## config.mk

```make
export PLATFORM = sky130hd
export DESIGN_NAME = spm_powerup_mode
export DESIGN_NICKNAME = d
export VERILOG_FILES = /design/src/hdl/spm_link_rx.v /design/src/hdl/spm_powerup_mode.v
export VERILOG_INCLUDE_DIRS = /design/src /design/src/pkg
export SDC_FILE = /design/constraint.sdc
export NUM_CORES = 1
export LEC_CHECK = 0
export ABC_AREA = 1
export BUFFER_PORTS_ARGS = -buffer_cell sky130_fd_sc_hd__buf_2
export CORE_ASPECT_RATIO = 1.2
export CORE_UTILIZATION = 51
export CTS_CLUSTER_DIAMETER = 200
export DETAILED_ROUTE_END_ITERATION = 8
export PLACE_DENSITY = 0.7
export SLEW_MARGIN = 10
export SYNTH_ARGS = -nofsm -noshare
export SYNTH_HDL_FRONTEND = slang
export SYNTH_SLANG_ARGS = --single-unit
```

## constraint.sdc

```tcl
create_clock -name clk_i -period 5.75 [get_ports clk_i]
set_input_delay 0.575 -clock clk_i [delete_from_list [all_inputs] [get_ports clk_i]]
set_output_delay 0.575 -clock clk_i [all_outputs]
set_load 0.01 [all_outputs]
```

## src/pkg/spm_consts.vh

```
// spm_consts.vh: constants of the card power-up and bus-mode select block
// assumes: included by bare name from the power-up design file under hdl/ (the link receiver does not include it)
`ifndef SPM_CONSTS_VH
`define SPM_CONSTS_VH

// -----------------------------------------------------------------
// command frame on the command line
// -----------------------------------------------------------------
`define SPM_FRAME_BITS 6'd48
`define SPM_FRAME_LAST 6'd47
`define SPM_DIR_BIT 46
`define SPM_IDX_HI 45
`define SPM_IDX_LO 40
`define SPM_RESET_IDX 6'h00

// -----------------------------------------------------------------
// initial clock run and byte framing
// -----------------------------------------------------------------
`define SPM_INIT_CLKS 7'd74
`define SPM_BYTE_LAST 3'd7

// -----------------------------------------------------------------
// reset values
// -----------------------------------------------------------------
`define SPM_RST_IDLE 1'b1
`define SPM_RST_PULLUP 1'b1
`define SPM_RST_SPI 1'b0

`endif

```

## src/hdl/spm_link_rx.v

```verilog
// spm_link_rx.v: brings the link pins into the clk_i domain
// assumes: sclk, cmd and cs/dat3 are asynchronous to clk_i and slow
// against it (sclk at most a quarter of clk_i)
module spm_link_rx (
  input wire clk_i,
  input wire rst_n_i,
  input wire sclk_i,
  input wire cmd_i,
  input wire cs_i,
  output reg sclk_rise_o,
  output wire cmd_o,
  output wire cs_o
);

  reg [2:0] meta_r;
  reg [2:0] sync_r;
  reg sclk_d_r;

  // -----------------------------------------------------------------
  // two-stage synchronisers, one per pin
  // -----------------------------------------------------------------
  genvar g;
  generate
    for (g = 0; g < 3; g = g + 1) begin : g_sync
      always @(posedge clk_i or negedge rst_n_i) begin
        if (!rst_n_i) begin
          // idle levels, so no false clock edge or start bit follows reset
          meta_r[g] <= (g == 0) ? 1'b0 : 1'b1;
          sync_r[g] <= (g == 0) ? 1'b0 : 1'b1; // clock parked low, cmd and cs pulled up
        end else begin
          meta_r[g] <= (g == 0) ? sclk_i : ((g == 1) ? cmd_i : cs_i);
          sync_r[g] <= meta_r[g];
        end
      end
    end
  endgenerate

  // rising edge of the link clock, seen only on the second stage
  always @(posedge clk_i or negedge rst_n_i) begin
    if (!rst_n_i) begin
      sclk_d_r <= 1'b0;
      sclk_rise_o <= 1'b0;
    end else begin
      sclk_d_r <= sync_r[0];
      sclk_rise_o <= sync_r[0] & ~sclk_d_r;
    end
  end

  assign cmd_o = sync_r[1];
  assign cs_o = sync_r[2];

endmodule // spm_link_rx

```

## src/hdl/spm_powerup_mode.v

```verilog
// spm_powerup_mode.v: card-side power-up, idle entry, bus mode select and
// line roles of the extended data lines and the SPI data-out pin.
// assumes: rst_n_i is the power-on reset; the command layer reports
// SET_BUS_WIDTH, ACMD42 and end of initialisation on the _i ports.
`include "spm_consts.vh"

module spm_powerup_mode (
  input wire clk_i,
  input wire rst_n_i,
  input wire sclk_i,
  input wire cmd_i,
  input wire cs_dat3_i,
  input wire init_done_i,
  input wire acmd42_stb_i,
  input wire acmd42_set_cd_i,
  input wire bus_wide_i,
  input wire dat_tx_i,
  input wire [3:1] dat_out_i,
  input wire sdio_en_i,
  input wire sdio_irq_i,
  input wire sdio_rd_wait_i,
  input wire spi_do_i,
  output reg idle_o,
  output reg init_clks_ok_o,
  output reg reset_cmd_o,
  output reg mode_locked_o,
  output reg mode_spi_o,
  output reg pullup_en_o,
  output reg [3:1] dat_o,
  output reg [3:1] dat_oe_n_o,
  output reg spi_do_o,
  output reg spi_do_oe_n_o,
  output reg byte_end_o
);

  // -----------------------------------------------------------------
  // reset release
  // -----------------------------------------------------------------
  reg rst_meta_r;
  reg rst_sync_r;
  wire rst_n;

  always @(posedge clk_i or negedge rst_n_i) begin
    if (!rst_n_i) begin
      rst_meta_r <= 1'b0;
      rst_sync_r <= 1'b0;
    end else begin
      rst_meta_r <= 1'b1;
      rst_sync_r <= rst_meta_r;
    end
  end
  assign rst_n = rst_sync_r;

  // -----------------------------------------------------------------
  // link pins
  // -----------------------------------------------------------------
  wire sclk_rise;
  wire cmd_s;
  wire cs_s;

  spm_link_rx u_rx (
    .clk_i(clk_i),
    .rst_n_i(rst_n),
    .sclk_i(sclk_i),
    .cmd_i(cmd_i),
    .cs_i(cs_dat3_i),
    .sclk_rise_o(sclk_rise),
    .cmd_o(cmd_s),
    .cs_o(cs_s)
  );

  // -----------------------------------------------------------------
  // initial clock run watch
  // -----------------------------------------------------------------
  reg [6:0] init_cnt_r;

  // counts link clocks with the command line high; a low bit restarts it
  always @(posedge clk_i or negedge rst_n) begin
    if (!rst_n) begin
      init_cnt_r <= 7'd0;
      init_clks_ok_o <= 1'b0;
    end else if (sclk_rise && !init_clks_ok_o) begin
      if (!cmd_s) begin
        init_cnt_r <= 7'd0;
      end else if (init_cnt_r == `SPM_INIT_CLKS - 7'd1) begin
        init_clks_ok_o <= 1'b1;
      end else begin
        init_cnt_r <= init_cnt_r + 7'd1;
      end
    end
  end

  // -----------------------------------------------------------------
  // command frame receiver
  // -----------------------------------------------------------------
  localparam ST_HUNT = 2'b01;
  localparam ST_FRAME = 2'b10;

  reg [1:0] st_r;
  reg [1:0] st_nxt;
  reg [47:0] shift_r;
  reg [5:0] bit_cnt_r;
  wire frame_gate;
  wire frame_done;
  wire is_reset_cmd;

  // once locked in SPI, only bits under an asserted chip select count
  assign frame_gate = !(mode_locked_o && mode_spi_o && cs_s);
  assign frame_done = (st_r == ST_FRAME) && sclk_rise && frame_gate
    && (bit_cnt_r == `SPM_FRAME_LAST);
  assign is_reset_cmd = !shift_r[`SPM_DIR_BIT] && shift_r[`SPM_DIR_BIT - 1]
    && (shift_r[`SPM_IDX_HI - 1:`SPM_IDX_LO - 1] == `SPM_RESET_IDX);

  // next state: a zero start bit opens a frame of fixed length
  always @* begin
    st_nxt = st_r;
    case (st_r)
      ST_HUNT: begin
        if (sclk_rise && frame_gate && !cmd_s) begin
          st_nxt = ST_FRAME;
        end
      end
      ST_FRAME: begin
        if (!frame_gate || frame_done) begin
          st_nxt = ST_HUNT;
        end
      end
      default: st_nxt = ST_HUNT;
    endcase
  end

  always @(posedge clk_i or negedge rst_n) begin
    if (!rst_n) begin
      st_r <= ST_HUNT;
      shift_r <= 48'h0;
      bit_cnt_r <= 6'd0;
    end else begin
      st_r <= st_nxt;
      if (sclk_rise && frame_gate) begin
        shift_r <= {shift_r[46:0], cmd_s};
        bit_cnt_r <= (st_r == ST_FRAME) ? bit_cnt_r + 6'd1 : 6'd1;
      end
    end
  end

  // -----------------------------------------------------------------
  // mode decision and idle state
  // -----------------------------------------------------------------
  // the stop bit is not yet shifted in at the decision, so the frame sits one place low
  always @(posedge clk_i or negedge rst_n) begin
    if (!rst_n) begin
      mode_spi_o <= `SPM_RST_SPI;
      mode_locked_o <= 1'b0;
      reset_cmd_o <= 1'b0;
      idle_o <= `SPM_RST_IDLE;
    end else begin
      reset_cmd_o <= frame_done && is_reset_cmd;
      if (frame_done && is_reset_cmd) begin
        idle_o <= 1'b1;
        if (!mode_locked_o) begin
          mode_spi_o <= ~cs_s;
          mode_locked_o <= 1'b1;
        end
      end else if (init_done_i) begin
        idle_o <= 1'b0;
      end
    end
  end

  // -----------------------------------------------------------------
  // card-detect pull-up
  // -----------------------------------------------------------------
  always @(posedge clk_i or negedge rst_n) begin
    if (!rst_n) begin
      pullup_en_o <= `SPM_RST_PULLUP;
    end else if (acmd42_stb_i) begin
      pullup_en_o <= acmd42_set_cd_i;
    end
  end

  // -----------------------------------------------------------------
  // line roles of DAT1 to DAT3 (enable low means driving)
  // -----------------------------------------------------------------
  reg [3:1] dat_nxt;
  reg [3:1] oe_n_nxt;
  wire sd_mode;
  wire wide_tx;

  // until the mode is fixed the card treats the bus as SD
  assign sd_mode = !(mode_locked_o && mode_spi_o);
  assign wide_tx = sd_mode && bus_wide_i && dat_tx_i;

  always @* begin
    dat_nxt = 3'h7;
    oe_n_nxt = 3'h7;
    if (wide_tx) begin
      dat_nxt = dat_out_i;
      oe_n_nxt = 3'h0;
    end else if (sd_mode && sdio_en_i) begin
      if (sdio_irq_i) begin
        dat_nxt[1] = 1'b0;
        oe_n_nxt[1] = 1'b0;
      end
      if (sdio_rd_wait_i) begin
        dat_nxt[2] = 1'b0;
        oe_n_nxt[2] = 1'b0;
      end
    end
  end

  always @(posedge clk_i or negedge rst_n) begin
    if (!rst_n) begin
      dat_o <= 3'h7;
      dat_oe_n_o <= 3'h7;
    end else begin
      dat_o <= dat_nxt;
      dat_oe_n_o <= oe_n_nxt;
    end
  end

  // -----------------------------------------------------------------
  // SPI data-out and byte framing
  // -----------------------------------------------------------------
  reg [2:0] byte_cnt_r;
  wire spi_sel;

  assign spi_sel = mode_locked_o && mode_spi_o && !cs_s;

  // push-pull out only while selected, so a shared line stays free
  always @(posedge clk_i or negedge rst_n) begin
    if (!rst_n) begin
      spi_do_o <= 1'b1;
      spi_do_oe_n_o <= 1'b1;
    end else begin
      spi_do_o <= spi_sel ? spi_do_i : 1'b1;
      spi_do_oe_n_o <= ~spi_sel;
    end
  end

  // bit count restarts at each chip select assertion
  always @(posedge clk_i or negedge rst_n) begin
    if (!rst_n) begin
      byte_cnt_r <= 3'd0;
      byte_end_o <= 1'b0;
    end else begin
      byte_end_o <= 1'b0;
      if (!spi_sel) begin
        byte_cnt_r <= 3'd0;
      end else if (sclk_rise) begin
        byte_cnt_r <= byte_cnt_r + 3'd1;
        byte_end_o <= (byte_cnt_r == `SPM_BYTE_LAST);
      end
    end
  end

endmodule // spm_powerup_mode

```

Word level (Yosys, flattened, before mapping)
Index checks and enable logic that the tools add are counted.
- input bits: 17
- register bits after elaboration: 90
- word-level logic and storage cells: 91
- eq/ne operators: 9
- muxes and demuxes: 20
- add/sub/neg operators: 3
- reductions and logical operators: 28
- bitwise operators: 5
- operators with widths (kind ; number):
    logical AND 1 bit ; 15
    two-way mux 7 bit ; 2
    two-way mux 2 bit ; 5
    two-way mux 1 bit ; 9
    adder 7 x 1 -> 7 bit (second input constant) ; 1
    == test 7 bit (second input constant) ; 1
    adder 6 x 1 -> 6 bit (second input constant) ; 1
    == test 6 bit (second input constant) ; 1
    zero test 1 bit ; 6
    zero test 6 bit ; 1
    two-way mux 3 bit ; 2
    two-way mux 6 bit ; 1
    AND reduction 2 bit ; 3
    inequality test 2 x 1 -> 1 bit (second input constant) ; 2
    inequality test 2 bit (second input constant) ; 2
    inverter 1 bit ; 4
    case mux 2 bit (2 select lines) ; 1
    adder 3 x 1 -> 3 bit (second input constant) ; 1
    == test 3 bit (second input constant) ; 1
    AND reduction 3 bit ; 1
    == test 2 x 1 -> 1 bit (second input constant) ; 1
    == test 2 bit (second input constant) ; 1
    nonzero test 2 bit ; 1
    AND 1 bit ; 1
    logical OR 1 bit ; 1

Logic depth before layout (Yosys ltp)
Gate-level depths: netlist (run 1).
- depth after elaboration: 8
- depth in mapped cells: 9
- depth with buffers taken out: 9

Hierarchy
A second synthesis (run 1) with hierarchy kept.
- cell total of the unflattened synthesis: 391
- area total of the unflattened synthesis: 3624.7 sq um
- by module, submodules not included (module ; area an instance (sq um) ; cells each ; seq. area each (sq um) ; times used):
    spm_powerup_mode ; 3409.5 ; 381 ; 2065.7 ; 1
    spm_link_rx ; 215.2 ; 10 ; 205.2 ; 1

Least setup slack after synthesis (run 1)
OpenSTA, ideal clock, no wires.
- path kind: register to register
- start point: register u_rx.sync_r[2], in the netlist u_rx.cs_o
- end point: register shift_r[40]
- period minus slack after synthesis: 1.291 ns
- setup slack: 4.459 ns
- stages on the path, launching flop included: 8
- arrival time: 1.174 ns
- setup time: 0.116 ns
- cell sequence: dfstp_2 nand3_1 nand2_2 inv_2 buf_4 buf_6 nand2_1 nand2_1
- longest elaborated chain between the ends: 3
- RTL lines (what ; RTL line ; text):
    start: declaration ; spm_link_rx.v:16 ; reg [2:0] sync_r;
    start signal: indexed assignment ; spm_link_rx.v:29 ; sync_r[g] <= (g == 0) ? 1'b0 : 1'b1;
    start signal: indexed assignment ; spm_link_rx.v:32 ; sync_r[g] <= meta_r[g];
    logical AND 1 bit ; spm_powerup_mode.v:108 ; assign frame_gate = !(mode_locked_o && mode_spi_o && cs_s);
    zero test 1 bit ; spm_powerup_mode.v:108 ;
    logical AND 1 bit ; spm_powerup_mode.v:139 ; if (sclk_rise && frame_gate) begin
    end signal: assignment ; spm_powerup_mode.v:140 ; shift_r <= {shift_r[46:0], cmd_s};
    end: declaration ; spm_powerup_mode.v:101 ; reg [47:0] shift_r;
Every way passes these cells.
A chain may end at the register's enable or synchronous reset.

Final worst setup path (run 1)
- start point: register u_rx.sync_r[2], in the netlist u_rx.cs_o
- end point: register bit_cnt_r[4]
- longest elaborated chain between the ends: 3
- RTL lines (what ; RTL line ; text):
    logical AND 1 bit ; spm_powerup_mode.v:108 ;
    zero test 1 bit ; spm_powerup_mode.v:108 ;
    logical AND 1 bit ; spm_powerup_mode.v:139 ;
    end signal: assignment ; spm_powerup_mode.v:141 ; bit_cnt_r <= (st_r == ST_FRAME) ? bit_cnt_r + 6'd1 : 6'd1;
    end: declaration ; spm_powerup_mode.v:102 ; reg [5:0] bit_cnt_r;
Every way passes these cells.

==> results of run 1 <==
-- registers in the layout (all words and copies together), names as in the netlist, 2 cells and up --
signal / count
shift_r: 47
u_rx.meta_r: 3
init_cnt_r: 7
byte_cnt_r: 3
st_r: 2
dat_oe_n_o: 3
dat_o: 3
bit_cnt_r: 6
-- kinds of logic (layout without fill, tap and decap cells) --
kind of cell / Yosys count / in the layout / share of synthesized area (%)
buffers and inverters: 43 / 79 / 5.56
other: 1 / 1 / 0.104
flip-flops: 90 / 90 / 63.0
AO/OA/AOI/OAI: 27 / 27 / 4.17
XOR/XNOR: 5 / 5 / 1.22
multiplexers: 1 / 1 / 0.313
AND/OR/NAND/NOR: 218 / 218 / 23.9
adder cells (fa/ha/maj): 5 / 5 / 1.74
-- cell type report --
cell class | instances | area [µm²]
inverters | 31 | 116
flip-flops and latches | 90 | 2270
repair buffers | 32 | 165
multi-input cells | 257 | 1130
well taps | 87 | 109
clock buffers | 10 | 128
clock inverters | 6 | 58.8
fillers | 594 | 2830
-- per-layer routing --
metal / wire (µm) / vias up / global-route usage, %
met2: 2540 / 30 / 26.2
li1: - / 1259 / -
met1: 2690 / 1138 / 21.6
met5: 0 / - / 0
met3: 147 / 11 / 3.50
met4: 111 / 0 / 7.87
-- power groups by stage --
| stage | logic [mW] | registers (mW) | clock network [mW] |
|---|---|---|---|
| 2_1_floorplan | 0.0484 | 0.710 | 0 |
| 3_3_place_gp | 0.0599 | 0.716 | 0 |
| 3_5_place_dp | 0.0630 | 0.717 | 0 |
| 4_1_cts | 0.0637 | 0.706 | 0.417 |
| 5_1_grt | 0.0726 | 0.713 | 0.445 |
| 6_report | 0.0621 | 0.705 | 0.406 |
-- what timing repair did --
| item | in CTS | in global routing |
|---|---|---|
| buffers inserted | 0 | 0 |
| hold buffers | 1 | 0 |
| hold endpoints to repair | 2 | 0 |
-- worst max-delay path, cell delays in order (launching register included) --
cell	delay (ns)
dfstp_2	0.55
nand3_1	0.11
nand2_2	0.66
inv_2	0.55
a22oi_1	0.31
-- layout by cell type, fill, tap and decap left out --
cell and count:
a21oi_1 2, a22o_1 1, a22oi_1 1, a31oi_1 2, buf_2 31, bufinv_16 1, clkbuf_1 1, clkbuf_8 9
clkinv_2 4, clkinv_4 1, conb_1 1, dfrtp_1 74, dfrtp_4 1, dfstp_2 15, dlygate4sd3_1 1, ha_1 5
inv_1 30, inv_2 1, mux2_2 1, nand2_1 171, nand2_2 2, nand3_1 12, nand4_1 3, nor2_1 23
nor3_1 3, o21ai_0 18, o21bai_1 2, o22ai_1 1, or2_2 4, xnor2_1 2, xor2_1 3
-- worst paths after layout --
kind	slack [ns]	to	start
max in group asynchronous	4.53	init_cnt_r[1]	rst_n
setup reg to reg	3.45	bit_cnt_r[4]	u_rx.cs_o
hold reg to reg	0.35	u_rx.cs_o	u_rx.meta_r[2]
setup / recovery	3.45	bit_cnt_r[4]	u_rx.cs_o
min in group asynchronous	0.52	shift_r[13]	rst_n
hold / removal	0.33	u_rx.meta_r[1]	cmd_i
==> reports/summary.txt, run 1 <==
Req. time, crit path: 6.01 ns
Post-Synthesis Cell Area: 3600 µm²
synth top area cells: dfrtp_1, nand2_1, dfstp_2, inv_1, o21ai_0
initial antenna violation count: 0
fin util: 58.5%
Tcrit/Tclk final: 40.0%
post-synth cell types: 26
clock buffer depth: 2
FP Rows: 33
die area: 7400 µm²
Routed WL: 5.49 mm
Combinational Power Share: 5.3%
RePlAce Congestion: 0.707
cts bufs inserted: 9
diode count: 0
Max VDD drop: 0.181 mV
Port Buf Inserts: 31
H-tree depth: 3
Slew Viols, Final: 0
Slew @ Worst Pin: 1.07 ns
fmax: 435 MHz
number of flops mapped to enable cells by yosys: 0
Core Box Area: 6810 µm²
P_leak: 2.13 nW
initial cell density of the core: 52.9%
clock sink count: 90
first-pass GRT wire length: 9.50 mm
grt ovf: 0
Hold Path Class: input pin to register
Pwr Density: 295 nW/µm²
Via density: 4.75
syn nets: 412
hold-critical path depth: 1
Post-synth top cells: nand2_1, dfrtp_1, inv_1
crit path launch type: register
sequential share of power: 60.1%
crit path max fanout: 54
Setup WS post-layout: 3.45 ns
asr flop ratio synth: 100%
RSZ-0062 raised after global routing: false
Synth top area share: 52.1%
critical path capture point type: register
TNS Setup: 0 ns
Cells after DPL: 496
Power, Total: 1.17 mW
final hold vios: 0
Synth Flop Type: dfrtp_1
post-place setup slack: 3.42 ns
Tmin final: 2.30 ns
Tot GR Track Use: 16.5%
post-route ant nets: 0
# DRC: 0
#FFs+latches synth: 90
WP data arrival: 2.56 ns
max-cap violations: 0
Resized Gates After CTS: 0
Sw Share: 23.6%
Clk Latency, worst-skew pair: 0.35 ns
P_int: 0.896 mW
Die H: 94.1 µm
worst hold slack: 0.325 ns
Root Driver: clkbuf_8
vias: 2438
Worst-path clk slew: 0.09 ns
die width: 78.7 µm
# nets final: 443
DR iter-0 viols: 124
clk_skew: 0.0111 ns
Wirelength per Cell: 10.7 µm
share of layout cells above drive strength 1: 16.4%
area delta synth->final: 10.6%
FF-to-FF path depth: 4
final instance area: 3980 µm²
sequential fraction of the synthesis area: 63.0%
DP HPWL: 3.40 mm
post-synthesis cell count: 390
Switch Pwr: 0.277 mW
max_slew headroom: 28.4%
vias in the first global route: 2220
status: finished clean
DRT Pass-1 Iters: 4
Area after DPL: 3790 µm²
Final setup viols: 0
Clock Power Share: 34.6%
CTS tree: yes
largest net degree at the start of global routing: 89
num ports: 32
Yosys top cell by area: dfrtp_1
final std cells w/o fill: 513
critical path class: register to register
Synthesis Warnings: 0
Post-Synthesis Mean Instance Area: 9.24 µm²
most common cell in the netlist: nand2_1
No activity file was read; power rests on OpenSTA's default activity.
==> inputs of run 2 (changes only) <==
--- a/config.mk
+++ b/config.mk
@@ -12,7 +12,7 @@
 export CORE_UTILIZATION = 51
 export CTS_CLUSTER_DIAMETER = 200
 export DETAILED_ROUTE_END_ITERATION = 8
-export PLACE_DENSITY = 0.7
+export PLACE_DENSITY = 0.73
 export SLEW_MARGIN = 10
 export SYNTH_ARGS = -nofsm -noshare
 export SYNTH_HDL_FRONTEND = slang
==> constraint.sdc (replaced) <==
create_clock -name clk_i -period 2.1 [get_ports clk_i]
set_input_delay 0.21 -clock clk_i [delete_from_list [all_inputs] [get_ports clk_i]]
set_output_delay 0.21 -clock clk_i [all_outputs]
set_load 0.01 [all_outputs]
==> run 2 against run 1 <==
Effect of this change:
- setup slack worse by 2.9 ns
- clock power grew to 2.5 times the previous value
- hold slack worse by 0.28 ns
- sequential power grew to 2.7 times the previous value
- critical path type unchanged
- largest power group unchanged
- highest routed layer unchanged
==> reports/summary.txt, run 2 (synthesized netlist as in run 1, its figures left out) <==
DP HPWL: 3.80 mm
num ports: 32
share of layout cells above drive strength 1: 16.6%
vias: 2507
H-tree depth: 3
die area: 7400 µm²
crit-path leading delay family: buffers and inverters
fmax: 653 MHz
grt ovf: 0
Resized Gates After CTS: 0
crit path launch type: register
initial cell density of the core: 52.9%
clk_skew: 0.0122 ns
crit-path cells: nand3_1 > nand2_2 > inv_2 > a22oi_1
# nets final: 451
critical path capture point type: register
DR iter-0 viols: 118
Port Buf Inserts: 31
DRT Pass-1 Iters: 4
Die H: 94.1 µm
vias in the first global route: 2402
FP Rows: 33
Final setup viols: 0
P_leak: 2.16 nW
post-route ant nets: 0
area delta synth->final: 12.3%
fin util: 59.4%
Root Driver: clkbuf_8
Worst-path clk slew: 0.08 ns
diode count: 0
Wirelength per Cell: 11.1 µm
Slew @ Worst Pin: 0.725 ns
Hold Path Class: input pin to register
die width: 78.7 µm
Largest regs: shift_r (47), init_cnt_r (7), bit_cnt_r (6)
crit path max fanout: 48
final hold vios: 0
first-pass GRT wire length: 10.2 mm
commonest non-fill, non-tap cells in the layout: nand2_1, dfrtp_1, buf_2, inv_1, nor2_1
Req. time, crit path: 2.31 ns
TNS Setup: 0 ns
cts bufs inserted: 9
Power, Total: 3.13 mW
slowest stage cell, crit path: inv_2
Tcrit/Tclk final: 72.9%
max_slew headroom: 51.6%
WP data arrival: 1.74 ns
Crit path largest cell delay: 0.54 ns
critical path class: register to register
Routed WL: 5.76 mm
largest net degree at the start of global routing: 49
Via density: 4.81
clock buffer depth: 2
Max VDD drop: 0.549 mV
Pwr Density: 774 nW/µm²
CTS tree: yes
RSZ-0062 raised after global routing: false
status: finished clean
RePlAce Congestion: 0.822
Slew Viols, Final: 0
Largest Register: shift_r
hold buffer count at cts: 5
max-cap violations: 0
# DRC: 0
initial antenna violation count: 0
Post CTS Setup Buffer Count: 0
Core Box Area: 6810 µm²
commonest non-fill, non-tap cell in the layout: nand2_1
Clk Latency, worst-skew pair: 0.35 ns
Tmin final: 1.53 ns
Tot GR Track Use: 17.8%
WP buf/inv: 1
max reg flops: 47
clock sink count: 90
## run 2: changes by cell type in the layout (fill, tap and decap cells not counted), sizes merged
cell         previous run  this run
buf                    31        35
dlygate4sd3             1         5
clkbuf                 10        13
clkinv                  5         2
bufinv                  1         0
clkinvlp                0         1
## run 2: power by group
group / internal (mW) / total, mW / switching, mW
sequential: 1.84 / 1.91 / 0.0701
clock: 0.460 / 1.02 / 0.557
combinational: 0.0837 / 0.204 / 0.120
## run 2: cell type report
type | instances | area (µm²)
timing repair buffer | 40 | 248
inverter | 31 | 116
multi-input combinational | 257 | 1130
clock buffer | 13 | 149
tap | 87 | 109
fill | 604 | 2770
clock inverter | 3 | 17.5
sequential | 90 | 2270
## run 2: final timing paths
| kind | from | endpoint | slack (ns) | depth (start not counted) |
|---|---|---|---|---|
| worst max-delay path | mode_locked_o | bit_cnt_r[4] | 0.57 | 4 |
| worst min-delay path | spi_do_i | spi_do_o | 0.05 | 2 |
| worst max register to register | mode_locked_o | bit_cnt_r[4] | 0.57 | 4 |
| worst min register to register | rst_n | shift_r[2] | 0.25 | 0 |
| max in group asynchronous | rst_n | pullup_en_o | 1.17 | 1 |
| min in group asynchronous | rst_n_i | rst_n | 0.17 | 2 |
## run 2: metal layers
metal	vias to the layer above	track usage [%]	share of wire (%)
met2	42	29.6	49
li1	1279	-	-
met4	0	8.64	1.7
met1	1179	21.5	46
met3	7	4.56	3.6
met5	-	0	0
## run 2: worst reg2reg max path: cells and delay by family, from the launching register on
family / cells / cell delay, ns
AO/OA/AOI/OAI: 1 / 0.19
flip-flops: 1 / 0.41
buffers and inverters: 1 / 0.54
AND/OR/NAND/NOR: 2 / 0.25
## run 2: stage by stage
stage	area, µm²	cells	hold WS, ns	setup slack, ns
2_1_floorplan	3600	390	-0.0856	0.596
3_3_place_gp	3830	500	-0.00333	0.602
3_5_place_dp	3830	500	-0.00188	0.552
4_1_cts	4050	521	0.0312	0.549
5_1_grt	4050	521	0.0398	0.409
6_report	4050	521	0.0475	0.569
